**src/design/sfr_space_pkg.sv**
```systemverilog
// sfr_space_pkg: constants, types and decode helpers for the paged register space.
// assumes: one system clock, synchronous active-high reset, core issues one access at a time.
//
// Overview of operation
// RULE1 - direct accesses 0x80 to 0xFF reach registers
// RULE2 - low nibble 0x0/0x8 registers allow bit access
// RULE3 - other registers are whole-byte only
// RULE4 - unassigned addresses are reserved, result undefined
// RULE5 - page select at 0xA7 on every page
// RULE6 - page select is 8-bit RW, resets zero
// RULE7 - write sets page, read returns page
// RULE8 - page plus address selects the register
// RULE9 - shared registers same on page 0, F
package sfr_space_pkg;

    // ------------------------------------------------------------
    // constants
    // ------------------------------------------------------------
    localparam logic [7:0] SPACE_BASE = 8'h80;     // first register address
    localparam logic [7:0] PAGE_SEL_ADDR = 8'hA7;  // page select register
    localparam logic [7:0] PAGE_SEL_RESET = 8'h00; // page select after reset
    localparam logic [7:0] PAGE_LOW = 8'h00;       // lower page number
    localparam logic [7:0] PAGE_HIGH = 8'h0F;      // upper page number
    localparam logic [2:0] BIT_COL_MASK = 3'h0;    // addr[2:0] of bit-addressable columns
    localparam int ACCESS_CYCLES = 2;              // byte access: request to done

    // ------------------------------------------------------------
    // carriers
    // ------------------------------------------------------------
    // one core request
    typedef struct packed {
        logic rd;          // read
        logic wr;          // write
        logic bit_en;      // single-bit access
        logic [2:0] bit_idx; // bit number
        logic bit_val;     // bit value for bit write
        logic [7:0] addr;  // direct address
        logic [7:0] wdata; // byte write data
    } core_req_t;

    // strobe toward peripheral registers
    typedef struct packed {
        logic rd;          // read strobe
        logic wr;          // write strobe
        logic page_f;      // upper-page register selected
        logic shared;      // page-independent register selected
        logic [7:0] addr;  // register address
        logic [7:0] wdata; // write data
    } periph_bus_t;

    // ------------------------------------------------------------
    // helpers
    // ------------------------------------------------------------
    // registers decoded on every page
    function automatic logic is_shared(input logic [7:0] a);
        case (a)
            8'h80, 8'h81, 8'h82, 8'h83, 8'h87, 8'h88, 8'h8E, 8'h8F,
            8'h90, 8'h98, 8'h99, 8'hA0, 8'hA7, 8'hA8, 8'hAC, 8'hB0,
            8'hB2, 8'hB3, 8'hB6, 8'hB7, 8'hB8, 8'hD0, 8'hD1, 8'hD8,
            8'hE0, 8'hE6, 8'hE7, 8'hE8, 8'hEF, 8'hF0: is_shared = 1'b1;
            default: is_shared = 1'b0;
        endcase
    endfunction

    // insert one bit into a byte
    function automatic logic [7:0] put_bit(input logic [7:0] b, input logic [2:0] i, input logic v);
        logic [7:0] r;
        r = b;
        r[i] = v;
        put_bit = r;
    endfunction

endpackage

```
**src/design/paged_sfr_space_decoder.sv**
```systemverilog
// paged_sfr_space_decoder: steers core direct accesses into the paged register space.
// assumes: peripherals answer periph_rdata combinationally in the cycle of a read strobe.
`timescale 1ns/10ps
module paged_sfr_space_decoder
(
    // clock and reset
    input wire logic clk,
    input wire logic reset,
    // core request side
    input wire sfr_space_pkg::core_req_t req,
    output logic req_ready,
    // core answer side
    output logic done,
    output logic [7:0] rdata,
    output logic bit_refused,
    output logic ram_access,
    output logic [7:0] ram_addr,
    // peripheral register side
    output sfr_space_pkg::periph_bus_t periph,
    input wire logic [7:0] periph_rdata,
    // page in use
    output logic [7:0] page
);

    // ------------------------------------------------------------
    // state
    // ------------------------------------------------------------
    typedef enum logic [1:0] {st_idle, st_access, st_merge} state_t;

    state_t state_q; // sequencer state
    sfr_space_pkg::core_req_t cur_q; // accepted request
    sfr_space_pkg::periph_bus_t periph_q; // peripheral strobes
    logic [7:0] page_q; // page select register
    logic [7:0] rdata_q; // answer data
    logic done_q; // answer pulse
    logic refused_q; // bit access refused
    logic ram_q; // ram access pulse
    logic [7:0] ram_addr_q; // ram address
    logic cur_hit_q; // accepted request selects a register
    logic cur_page_reg_q; // accepted request is the page register
    logic in_space; // decode: upper half
    logic hit; // decode: register selected
    logic page_f; // decode: upper page
    logic shared; // decode: shared register
    logic bit_ok; // decode: bit-addressable
    logic page_reg; // decode: page select register
    logic accept; // request taken this cycle

    // ------------------------------------------------------------
    // decode
    // ------------------------------------------------------------
    sfr_page_decode u_decode
    (
        .addr(req.addr),
        .page(page_q),
        .in_space(in_space),
        .hit(hit),
        .page_f(page_f),
        .shared(shared),
        .bit_ok(bit_ok),
        .page_reg(page_reg)
    );

    // requests are taken only when idle
    assign req_ready = state_q == st_idle;
    assign accept = req_ready && (req.rd || req.wr);

    // ------------------------------------------------------------
    // sequencer
    // ------------------------------------------------------------
    // idle -> access, bit write adds a merge step
    always_ff @(posedge clk)
    begin
        if (reset)
        begin
            state_q <= st_idle;
        end
        else
        begin
            case (state_q)
                st_idle:
                begin
                    // ram and refused accesses finish at once
                    if (accept && in_space && !(req.bit_en && !bit_ok))
                    begin
                        state_q <= st_access;
                    end
                end
                st_access:
                begin
                    // bit write must write back the merged byte
                    if (cur_q.wr && cur_q.bit_en && cur_hit_q && !cur_page_reg_q)
                    begin
                        state_q <= st_merge;
                    end
                    else
                    begin
                        state_q <= st_idle;
                    end
                end
                st_merge:
                begin
                    state_q <= st_idle;
                end
                default:
                begin
                    state_q <= st_idle;
                end
            endcase
        end
    end

    // latch the accepted request and its decode
    always_ff @(posedge clk)
    begin
        if (reset)
        begin
            cur_q <= '0;
            cur_hit_q <= 1'b0;
            cur_page_reg_q <= 1'b0;
        end
        else if (accept)
        begin
            cur_q <= req;
            cur_hit_q <= hit;
            cur_page_reg_q <= page_reg;
        end
    end

    // ------------------------------------------------------------
    // page select register
    // ------------------------------------------------------------
    // byte write in the access cycle changes the page
    always_ff @(posedge clk)
    begin
        if (reset)
        begin
            page_q <= sfr_space_pkg::PAGE_SEL_RESET; // RULE6
        end
        else if (state_q == st_access && cur_page_reg_q && cur_q.wr)
        begin
            page_q <= cur_q.wdata; // RULE7
        end
    end

    // ------------------------------------------------------------
    // peripheral strobes
    // ------------------------------------------------------------
    // one-cycle strobes carrying page and address
    always_ff @(posedge clk)
    begin
        if (reset)
        begin
            periph_q <= '0;
        end
        else
        begin
            periph_q.rd <= 1'b0;
            periph_q.wr <= 1'b0;
            if (accept && in_space && hit && !page_reg && !(req.bit_en && !bit_ok))
            begin
                // bit accesses read first
                periph_q.rd <= req.rd || req.bit_en; // RULE2
                periph_q.wr <= req.wr && !req.bit_en; // RULE3
                periph_q.page_f <= page_f && !shared; // RULE8
                periph_q.shared <= shared; // RULE9
                periph_q.addr <= req.addr;
                periph_q.wdata <= req.wdata;
            end
            else if (state_q == st_access && cur_q.wr && cur_q.bit_en && cur_hit_q && !cur_page_reg_q)
            begin
                // write back with the single bit changed
                periph_q.wr <= 1'b1;
                periph_q.wdata <= sfr_space_pkg::put_bit(periph_rdata, cur_q.bit_idx, cur_q.bit_val); // RULE2
            end
        end
    end

    // ------------------------------------------------------------
    // answers
    // ------------------------------------------------------------
    // done, data and refusal toward the core
    always_ff @(posedge clk)
    begin
        if (reset)
        begin
            done_q <= 1'b0;
            refused_q <= 1'b0;
            rdata_q <= 8'h00;
        end
        else
        begin
            done_q <= 1'b0;
            refused_q <= 1'b0;
            if (accept && in_space && req.bit_en && !bit_ok)
            begin
                // no bit addressing on this column
                done_q <= 1'b1;
                refused_q <= 1'b1; // RULE3
                rdata_q <= 8'h00;
            end
            else if (state_q == st_access && !(cur_q.wr && cur_q.bit_en && cur_hit_q && !cur_page_reg_q))
            begin
                done_q <= 1'b1;
                if (cur_page_reg_q)
                begin
                    rdata_q <= page_q; // RULE5 RULE7
                end
                else if (!cur_hit_q)
                begin
                    // reserved location reads zero
                    rdata_q <= 8'h00; // RULE4
                end
                else if (cur_q.bit_en)
                begin
                    rdata_q <= {7'h00, periph_rdata[cur_q.bit_idx]}; // RULE2
                end
                else
                begin
                    rdata_q <= periph_rdata;
                end
            end
            else if (state_q == st_merge)
            begin
                done_q <= 1'b1;
            end
        end
    end

    // lower half goes to ordinary data memory
    always_ff @(posedge clk)
    begin
        if (reset)
        begin
            ram_q <= 1'b0;
            ram_addr_q <= 8'h00;
        end
        else
        begin
            ram_q <= accept && !in_space; // RULE1
            if (accept && !in_space)
            begin
                ram_addr_q <= req.addr;
            end
        end
    end

    // ------------------------------------------------------------
    // outputs
    // ------------------------------------------------------------
    assign done = done_q;
    assign rdata = rdata_q;
    assign bit_refused = refused_q;
    assign ram_access = ram_q;
    assign ram_addr = ram_addr_q;
    assign periph = periph_q;
    assign page = page_q;
endmodule // paged_sfr_space_decoder

```
**src/design/sfr_page_decode.sv**
```systemverilog
// sfr_page_decode: combines address and current page into a register select.
// assumes: page value from the page select register, address from the core.
`timescale 1ns/10ps
module sfr_page_decode
(
    // request
    input wire logic [7:0] addr,
    input wire logic [7:0] page,
    // decode result
    output logic in_space,
    output logic hit,
    output logic page_f,
    output logic shared,
    output logic bit_ok,
    output logic page_reg
);

    // ------------------------------------------------------------
    // decode
    // ------------------------------------------------------------
    // upper half of the direct space belongs to registers
    assign in_space = addr >= sfr_space_pkg::SPACE_BASE; // RULE1
    // page select register ignores the page
    assign page_reg = in_space && addr == sfr_space_pkg::PAGE_SEL_ADDR; // RULE5
    // shared registers decode on both pages
    assign shared = in_space && sfr_space_pkg::is_shared(addr); // RULE9
    // page and address together pick paged registers
    assign page_f = page == sfr_space_pkg::PAGE_HIGH; // RULE8
    // other page values reach shared registers only
    assign hit = in_space && (shared || page_f || page == sfr_space_pkg::PAGE_LOW); // RULE8
    // bit access only on columns 0 and 8
    assign bit_ok = addr[2:0] == sfr_space_pkg::BIT_COL_MASK; // RULE2 RULE3

endmodule // sfr_page_decode

```
**config.mk**
```make
export PLATFORM = sky130hd
export DESIGN_NAME = paged_sfr_space_decoder
export DESIGN_NICKNAME = d
export VERILOG_FILES = /design/src/design/sfr_space_pkg.sv /design/src/design/paged_sfr_space_decoder.sv /design/src/design/sfr_page_decode.sv
export SDC_FILE = /design/constraint.sdc
export NUM_CORES = 1
export LEC_CHECK = 0
export ABC_AREA = 1
export BUFFER_PORTS_ARGS = -buffer_cell sky130_fd_sc_hd__buf_2
export CAP_MARGIN = 20
export CORE_ASPECT_RATIO = 0.9
export CORE_MARGIN = 2
export CORE_UTILIZATION = 42
export CTS_CLUSTER_DIAMETER = 200
export CTS_CLUSTER_SIZE = 8
export DETAILED_ROUTE_END_ITERATION = 6
export PLACE_DENSITY = 0.64
export SKIP_CTS_REPAIR_TIMING = 1
export SLEW_MARGIN = 40
export SYNTH_ARGS = -nofsm -noshare
export SYNTH_HDL_FRONTEND = slang
export SYNTH_SLANG_ARGS = --single-unit
```
**constraint.sdc**
```tcl
create_clock -name clk -period 1.75 [get_ports clk]
set_clock_uncertainty 0.1 [all_clocks]
set_input_delay 0.35 -clock clk [delete_from_list [all_inputs] [get_ports clk]]
set_output_delay 0.35 -clock clk [all_outputs]
set_load 0.02 [all_outputs]
```
==> results of run 1 <==
## placed cells by master, fill, tap and decap left out, drive strengths merged
master and instances:
inv 42, o21a 2, clkinv 5, nand2 60
a32oi 4, nand3b 2, a21oi 40, clkbuf 11
clkinvlp 1, nand3 35, bufinv 3, a311oi 2
a211oi 15, o21ai 31, nor2 73, buf 128
nor3 6, nand4 3, o22ai 2, o211ai 2
dfxtp 65, a31oi 1, o311ai 1
## power groups by stage
stage          combinational (W)  clock [W]  sequential (W)
6_report                0.000603    0.00160         0.00160
4_1_cts                 0.000571    0.00163         0.00160
2_1_floorplan           0.000287          0         0.00169
3_3_place_gp            0.000562          0         0.00164
3_5_place_dp            0.000568          0         0.00164
5_1_grt                 0.000659    0.00169         0.00162
## how the worst min path moves through the flow
stage,start,to,slack (ps),cells after the start
3_3_place_gp,ram_addr[7],ram_addr[7],350,2
4_1_cts,req[17],cur_q[17],170,3
2_1_floorplan,cur_hit_q,cur_hit_q,350,2
3_5_place_dp,ram_addr[3],ram_addr[3],350,2
6_report,req[17],cur_q[17],180,3
5_1_grt,req[17],cur_q[17],180,3
## layout make-up
| class | count | area [um2] |
|---|---|---|
| inverter | 45 | 169 |
| clock buffer | 10 | 138 |
| fill | 671 | 2850 |
| clock inverter | 6 | 115 |
| multi-input combinational | 279 | 1580 |
| tap | 93 | 116 |
| timing repair buffer | 129 | 802 |
| sequential | 65 | 1310 |
## critical path, stage by stage, from the launching register on
cell and delay [ps]:
dfxtp_2 330, nor2_2 130, nand3_2 150, nor2_4 180
nor2_4 50, nand3_4 90, nand3_4 110, nor2_8 190
buf_12 140, o21ai_0 70, a21oi_1 120
## cells by family (layout without fill, tap and decap cells)
kind of cell | after synthesis | after routing | share of synthesized area, %
and+or+nand+nor | 178 | 179 | 29.3
AOI/OAI and AO/OA | 100 | 100 | 19.9
DFF | 65 | 65 | 42.5
buffers and inverters | 59 | 190 | 8.34
## metrics by stage
stage                     utilization [%]  setup WS, ps  cells  total power [W]  TNS, ps
final                                59.7        -0.598    627          0.00381   -0.598
after global routing                 59.7          -122    627          0.00397    -1520
after CTS                            57.5          9.33    620          0.00380        0
after detailed placement             54.0          -127    604          0.00221    -2610
after global placement               54.0         -96.8    604          0.00220    -1370
after floorplan                         -           101    402          0.00198        0
## per-layer routing
layer	vias up	global-route usage [%]
li1	1606	-
met1	1504	26.6
met2	100	36.9
met3	7	6.48
met4	0	5.80
met5	-	0
==> flow_metrics.tcl, run 1 <==
set metrics [dict create \
    min_period_over_period_pct 100 \
    io_pins 81 \
    intPower_w 0.00278 \
    grt_remaining_overflow 0 \
    synth-edff-count 0 \
    cts-htree-levels 3 \
    synth_top_area_share_pct 42.5 \
    vias_per_cell 5.13 \
    synth_flop_cell "dfxtp_1" \
    drv_slew 0 \
    power_switching_w 0.00103 \
    antenna_cells 0 \
    nets 562 \
    switching_share_pct 27.0 \
    grt_start_max_net_pins 24 \
    clk_latency_ps 350 \
    hp-class "input pin to register" \
    power.share.combinational_pct 15.8 \
    drt_iter0_markers 116 \
    cp_max_fo 8 \
    synth_seq_cells 65 \
    grt_setup_unrepaired "true" \
    cts_buffer_depth 2 \
    drc 0 \
    critPathCaptureType "register" \
    synthCells 402 \
    wl_met1_um 3700 \
    pwr-share-seq_pct 42.1 \
    clock_power_share_pct 42.0 \
    firstDrtPassIters 5 \
    crit_start "page[4]" \
    coreArea_um2 7080 \
    r2r-end "periph[12]" \
    die-area_um2 7990 \
    largest_reg_flops 20 \
    topRoutingLayerUsed "met4" \
    reg2reg_slack_ps -0.6 \
    wl_per_cell_um 14.0 \
    netlist_top_cells_area "dfxtp_1 (43%), nor2_1 (8.2%), nand2_1 (6.9%)" \
    drive_gt1_share_pct 37.8 \
    maxSlewHeadroom_pct 73.0 \
    holdWs_ps 178 \
    cts_root_buffer "clkbuf_8" \
    grt_usage_pct 21.6 \
    initial_core_util_pct 43.3 \
    numCtsBuffers 9 \
    vias 3217 \
    r2r-start "page[4]" \
    failed_checks "setup timing" \
    port_buffers 80 \
    max_cap_viol_count 0 \
    placed_cell_area_um2 3820 \
    synth-seq-area-share_pct 42.5 \
    antenna_found_initial 0 \
    ir_worst_vdd_uv 599 \
    place.gp.congestion 0.964 \
    endpoint "periph[12]" \
    fp.dieH_um 85 \
    grt_pass1_wl_um 13600 \
    p_leak_nw 2.02 \
    layout_setup_ws_ps -0.598 \
    outcome "complete, but fails checks" \
    fin_crit_ps 1750 \
    worstMarginPinSlew_ps 402 \
    first_global_vias 2941 \
    ys_warn_count 0 \
    crit_arrival_ps 1930 \
    cts_tree "done" \
    cts.sinks 65 \
    startpoint_type "register" \
    r2r_cells 10 \
    yosysMostFrequentCell "nor2_1" \
    hold_viol 0 \
    ys_types 36 \
    synth_common_cells "nor2_1 (67), dfxtp_1 (65), nand2_1 (56)" \
    dieWidth_um 94 \
    clkTransAtPathRegs_ps 80 \
    syn_to_final_growth_pct 38.0 \
    fin_area_um2 4230 \
    synth_nets 435 \
    async_reset_ff_share_pct 0 \
    route.met2.wl_um 4430 \
    mappedNetlistArea_um2 3060 \
    final_antenna_net_count 0 \
    fmax_mhz 571 \
    fp-row-count 29 \
    dr_wl_met3_um 567 \
    setup_viol 1 \
    drt-total-wl_um 8780 \
    synth_area_per_cell_um2 7.62 \
    dp.final_hpwl_um 6500 \
    yosys.area.top_type "dfxtp_1" \
    cp.required_ps 1930 \
    crit_type "register to register" \
    powerDensity_nw_per_um2 902 \
]
(Power assumes the default switching activity.)
==> inputs of run 2 (changes only) <==
PLACE_DENSITY = 0.66   (was 0.64)
clock period = 1.4 ns   (was 1.75 ns; I/O delays follow)
==> flow_metrics.tcl, run 2 (same netlist as run 1, synthesis figures left out) <==
set metrics [dict create \
    min_period_over_period_pct 119 \
    grt_pass1_wl_um 14300 \
    p_leak_nw 2.25 \
    first_global_vias 3089 \
    crit_type "register to register" \
    vias 3359 \
    maxSlewHeadroom_pct 73.9 \
    port_buffers 80 \
    fp-row-count 29 \
    clkTransAtPathRegs_ps 80 \
    nets 601 \
    grt_setup_unrepaired "true" \
    syn_to_final_growth_pct 54.0 \
    place.gp.congestion 0.900 \
    final_common_cell "buf_2" \
    drive_gt1_share_pct 48.5 \
    vias_per_cell 5.04 \
    outcome "complete, but fails checks" \
    firstDrtPassIters 4 \
    grt_start_max_net_pins 24 \
    cp_max_fo 5 \
    dpl.cell_count 637 \
    numCtsBuffers 9 \
    powerDensity_nw_per_um2 973 \
    initial_core_util_pct 43.3 \
    hp-class "input pin to register" \
    final_antenna_net_count 0 \
    dp.final_hpwl_um 6830 \
    dp_slack_ps -429 \
    hold_viol 0 \
    final_cell_mix "buf_2 (79), buf_4 (72), nor2_1 (55), dfxtp_1 (55), nand2_1 (46)" \
    die-area_um2 7990 \
    antenna_cells 0 \
    cts.sinks 65 \
    critPathCaptureType "register" \
    drt_iter0_markers 145 \
    largest_reg_flops 20 \
    crit_arrival_ps 1840 \
    cp.required_ps 1580 \
    max_cap_viol_count 0 \
    grt_remaining_overflow 0 \
    fmax_mhz 602 \
    clk_latency_ps 350 \
    dieWidth_um 94 \
    coreArea_um2 7080 \
    startpoint_type "register" \
    cts_buffer_depth 2 \
    final_util_pct 66.6 \
    failed_checks "setup timing" \
    grt_usage_pct 22.8 \
    cts-htree-levels 3 \
    setup_viol 48 \
    final_cells 666 \
    fin_crit_ps 1660 \
    layout_setup_ws_ps -261 \
    drc 0 \
    antenna_found_initial 0 \
    drt-total-wl_um 9500 \
    worstMarginPinSlew_ps 391 \
    wl_per_cell_um 14.3 \
    tns_ps -7460 \
    ir_worst_vdd_uv 640 \
    fp.dieH_um 85 \
    io_pins 81 \
    cts_tree "done" \
    cts_root_buffer "clkbuf_8" \
    drv_slew 0 \
]
-- run 2: changes by cell type in the layout (fill, tap and decap cells not counted), moves of 7 or more --
cell	before	now
buf_4	46	72
buf_6	1	8
dfxtp_1	62	55
nand2_1	56	46
nand2_2	3	10
-- run 2: layout make-up --
| cell class | instances | area, um2 |
|---|---|---|
| clock buffers | 13 | 159 |
| clock inverters | 3 | 40.0 |
| fillers | 633 | 2360 |
| inverters | 45 | 174 |
| multi-input cells | 282 | 1760 |
| flip-flops and latches | 65 | 1320 |
| well taps | 93 | 116 |
| repair buffers | 165 | 1150 |
-- run 2: worst paths after layout --
path	depth (start not counted)	startpoint	end	slack [ps]
hold / removal	3	req[19]	cur_q[19]	120
setup / recovery	9	page[7]	periph[9]	-260
setup reg to reg	9	page[7]	periph[9]	-260
hold reg to reg	2	ram_addr[7]	ram_addr[7]	350
-- run 2: power breakdown --
group	internal, W	switching, W
clock network	0.000916	0.000733
logic	0.000401	0.000534
registers	0.00194	0.0000632
-- run 2: metrics by stage --
stage | hold slack, ps | total power, W | area [um2]
2_1_floorplan | 318 | 0.00247 | 3100
6_report | 123 | 0.00459 | 4720
3_5_place_dp | 346 | 0.00284 | 4130
3_3_place_gp | 343 | 0.00283 | 4130
4_1_cts | 112 | 0.00447 | 4330
5_1_grt | 152 | 0.00478 | 4720
-- run 2: worst max-delay path: stages (launching register included) --
cell     delay, ps
dfxtp_2        330
nor2_2         120
nand3_2        130
nor2_4         150
nor2_2          70
nand3_4        100
nand3_4        150
nor2_4         240
o21ai_1         80
a21oi_1        110
-- run 2: per-layer routing --
layer  routed length [um]  part of all wire (%)  vias to the layer above  track usage (%)
li1                     -                     -                     1691                -
met1                 4170                    44                     1568             28.7
met2                 4710                    50                       82             38.3
met3                  427                   4.5                       18             4.17
met4                  202                   2.1                        0             9.75
met5                    0                     0                        -                0
==> inputs of run 3 (changes only) <==
CELL_PAD_IN_SITES_DETAIL_PLACEMENT = 1   (was default)
CELL_PAD_IN_SITES_GLOBAL_PLACEMENT = 1   (was default)
CORE_UTILIZATION = 34   (was 42)
PLACE_DENSITY = 0.74   (was 0.66)
==> flow_metrics.tcl, run 3 (same netlist as run 1, synthesis figures left out) <==
set metrics [dict create \
    fmax_mhz 567 \
    clkTransAtPathRegs_ps 80 \
    cts-htree-levels 3 \
    r2r-end "periph[16]" \
    intPower_w 0.00357 \
    maxSlewHeadroom_pct 67.3 \
    powerDensity_nw_per_um2 999 \
    ir_worst_vdd_uv 718 \
    layout_setup_ws_ps -363 \
    drc 0 \
    pwr-share-seq_pct 39.9 \
    drt-total-wl_um 12900 \
    failed_checks "setup timing" \
    coreArea_um2 8650 \
    vias 3540 \
    hp-class "input pin to register" \
    route.met2.wl_um 6640 \
    outcome "complete, but fails checks" \
    cts_root_buffer "clkbuf_8" \
    grt_pass1_wl_um 16700 \
    worstMarginPinSlew_ps 485 \
    grt_remaining_overflow 0 \
    final_cell_mix "buf_2 (77), buf_4 (75), dfxtp_1 (53)" \
    final_cells 693 \
    final_antenna_net_count 0 \
    vias_per_cell 5.11 \
    io_pins 81 \
    r2r-start "page[4]" \
    grt_start_max_net_pins 24 \
    dieWidth_um 104 \
    clock_power_share_pct 38.9 \
    max_cap_viol_count 0 \
    nets 602 \
    drive_gt1_share_pct 55.9 \
    initial_core_util_pct 35.4 \
    r2r_cells 10 \
    largest_reg_flops 20 \
    cts_buffer_depth 2 \
    dpl.cell_count 658 \
    crit_type "register to register" \
    clk_latency_ps 360 \
    p_leak_nw 2.30 \
    cp_max_fo 9 \
    wl_met1_um 5410 \
    cts.sinks 65 \
    dp.final_hpwl_um 7910 \
    dr_wl_met3_um 506 \
    critPathCaptureType "register" \
    crit_start "page[4]" \
    setup_viol 54 \
    endpoint "periph[16]" \
    reg2reg_slack_ps -360 \
    grt_setup_unrepaired "true" \
    nFillCells 1078 \
    drt_iter0_markers 114 \
    numCtsBuffers 9 \
    power.share.combinational_pct 21.2 \
    antenna_found_initial 0 \
    firstDrtPassIters 4 \
    topRoutingLayerUsed "met4" \
    port_buffers 80 \
    drv_slew 0 \
    power_switching_w 0.00149 \
    min_period_over_period_pct 126 \
    first_global_vias 3436 \
    crit_arrival_ps 1950 \
    hold_path_depth 3 \
    antenna_cells 0 \
    fp-row-count 32 \
    final_common_cell "buf_2" \
    switching_share_pct 29.4 \
    hold_viol 0 \
    die-area_um2 9780 \
    dp_slack_ps -482 \
    fin_crit_ps 1760 \
    cts_tree "done" \
    wl_per_cell_um 18.7 \
    grt_usage_pct 21.6 \
    place.gp.congestion 0.876 \
    startpoint_type "register" \
    syn_to_final_growth_pct 65.3 \
    fp.dieH_um 94.0 \
    cp.required_ps 1590 \
]
==> run 3: power groups by stage <==
| stage | registers (W) | clock network, W | logic, W |
|---|---|---|---|
| global placement | 0.00204 | 0 | 0.000774 |
| finish | 0.00202 | 0.00197 | 0.00107 |
| global route | 0.00203 | 0.00205 | 0.00115 |
| floorplan | 0.00211 | 0 | 0.000363 |
| CTS | 0.00200 | 0.00196 | 0.000806 |
| detailed placement | 0.00204 | 0 | 0.000798 |
==> run 3: area by class of cell <==
cell class                      count  area [um2]  share of cell area (%)
Tap cell                          119         149                    2.94
Clock buffer                       10         128                    2.52
Sequential cell                    65        1320                    26.2
Clock inverter                      6         108                    2.13
Inverter                           45         180                    3.56
Timing Repair Buffer              169        1220                    24.2
Multi-Input combinational cell    279        1950                    38.5
==> run 3: metal layers <==
layer / track usage (%) / vias up
met3: 4.58 / 24
li1: - / 1692
met1: 25.8 / 1723
met5: 0 / -
met4: 6.98 / 0
met2: 38.8 / 101
==> run 3: worst max-delay path: stages, from the launching register on <==
cell	delay, ps
dfxtp_2	330
nor2_2	110
nand3_2	140
nor2_4	190
nor2_4	60
nand3_4	90
nand3_4	110
nor2_8	180
buf_8	160
buf_4	120
o21a_1	110
==> run 3: how the worst min path moves through the flow <==
stage	start	endpoint
3_3_place_gp	ram_addr[7]	ram_addr[7]
5_1_grt	req[1]	cur_q[1]
6_report	req[18]	cur_q[18]
2_1_floorplan	req[12]	periph[12]
4_1_cts	req[19]	cur_q[19]
3_5_place_dp	ram_addr[7]	ram_addr[7]
==> run 3: per-stage QoR <==
stage,utilization (%),hold WS (ps),total power (W),instance area [um2],setup TNS [ps]
2_1_floorplan,-,318,0.00247,3100,-1640
3_3_place_gp,47.7,344,0.00281,4130,-11670
3_5_place_dp,47.7,353,0.00284,4130,-14080
4_1_cts,50.5,115,0.00477,4360,-9780
5_1_grt,58.5,141,0.00523,5060,-14610
6_report,58.5,110,0.00506,5060,-10530
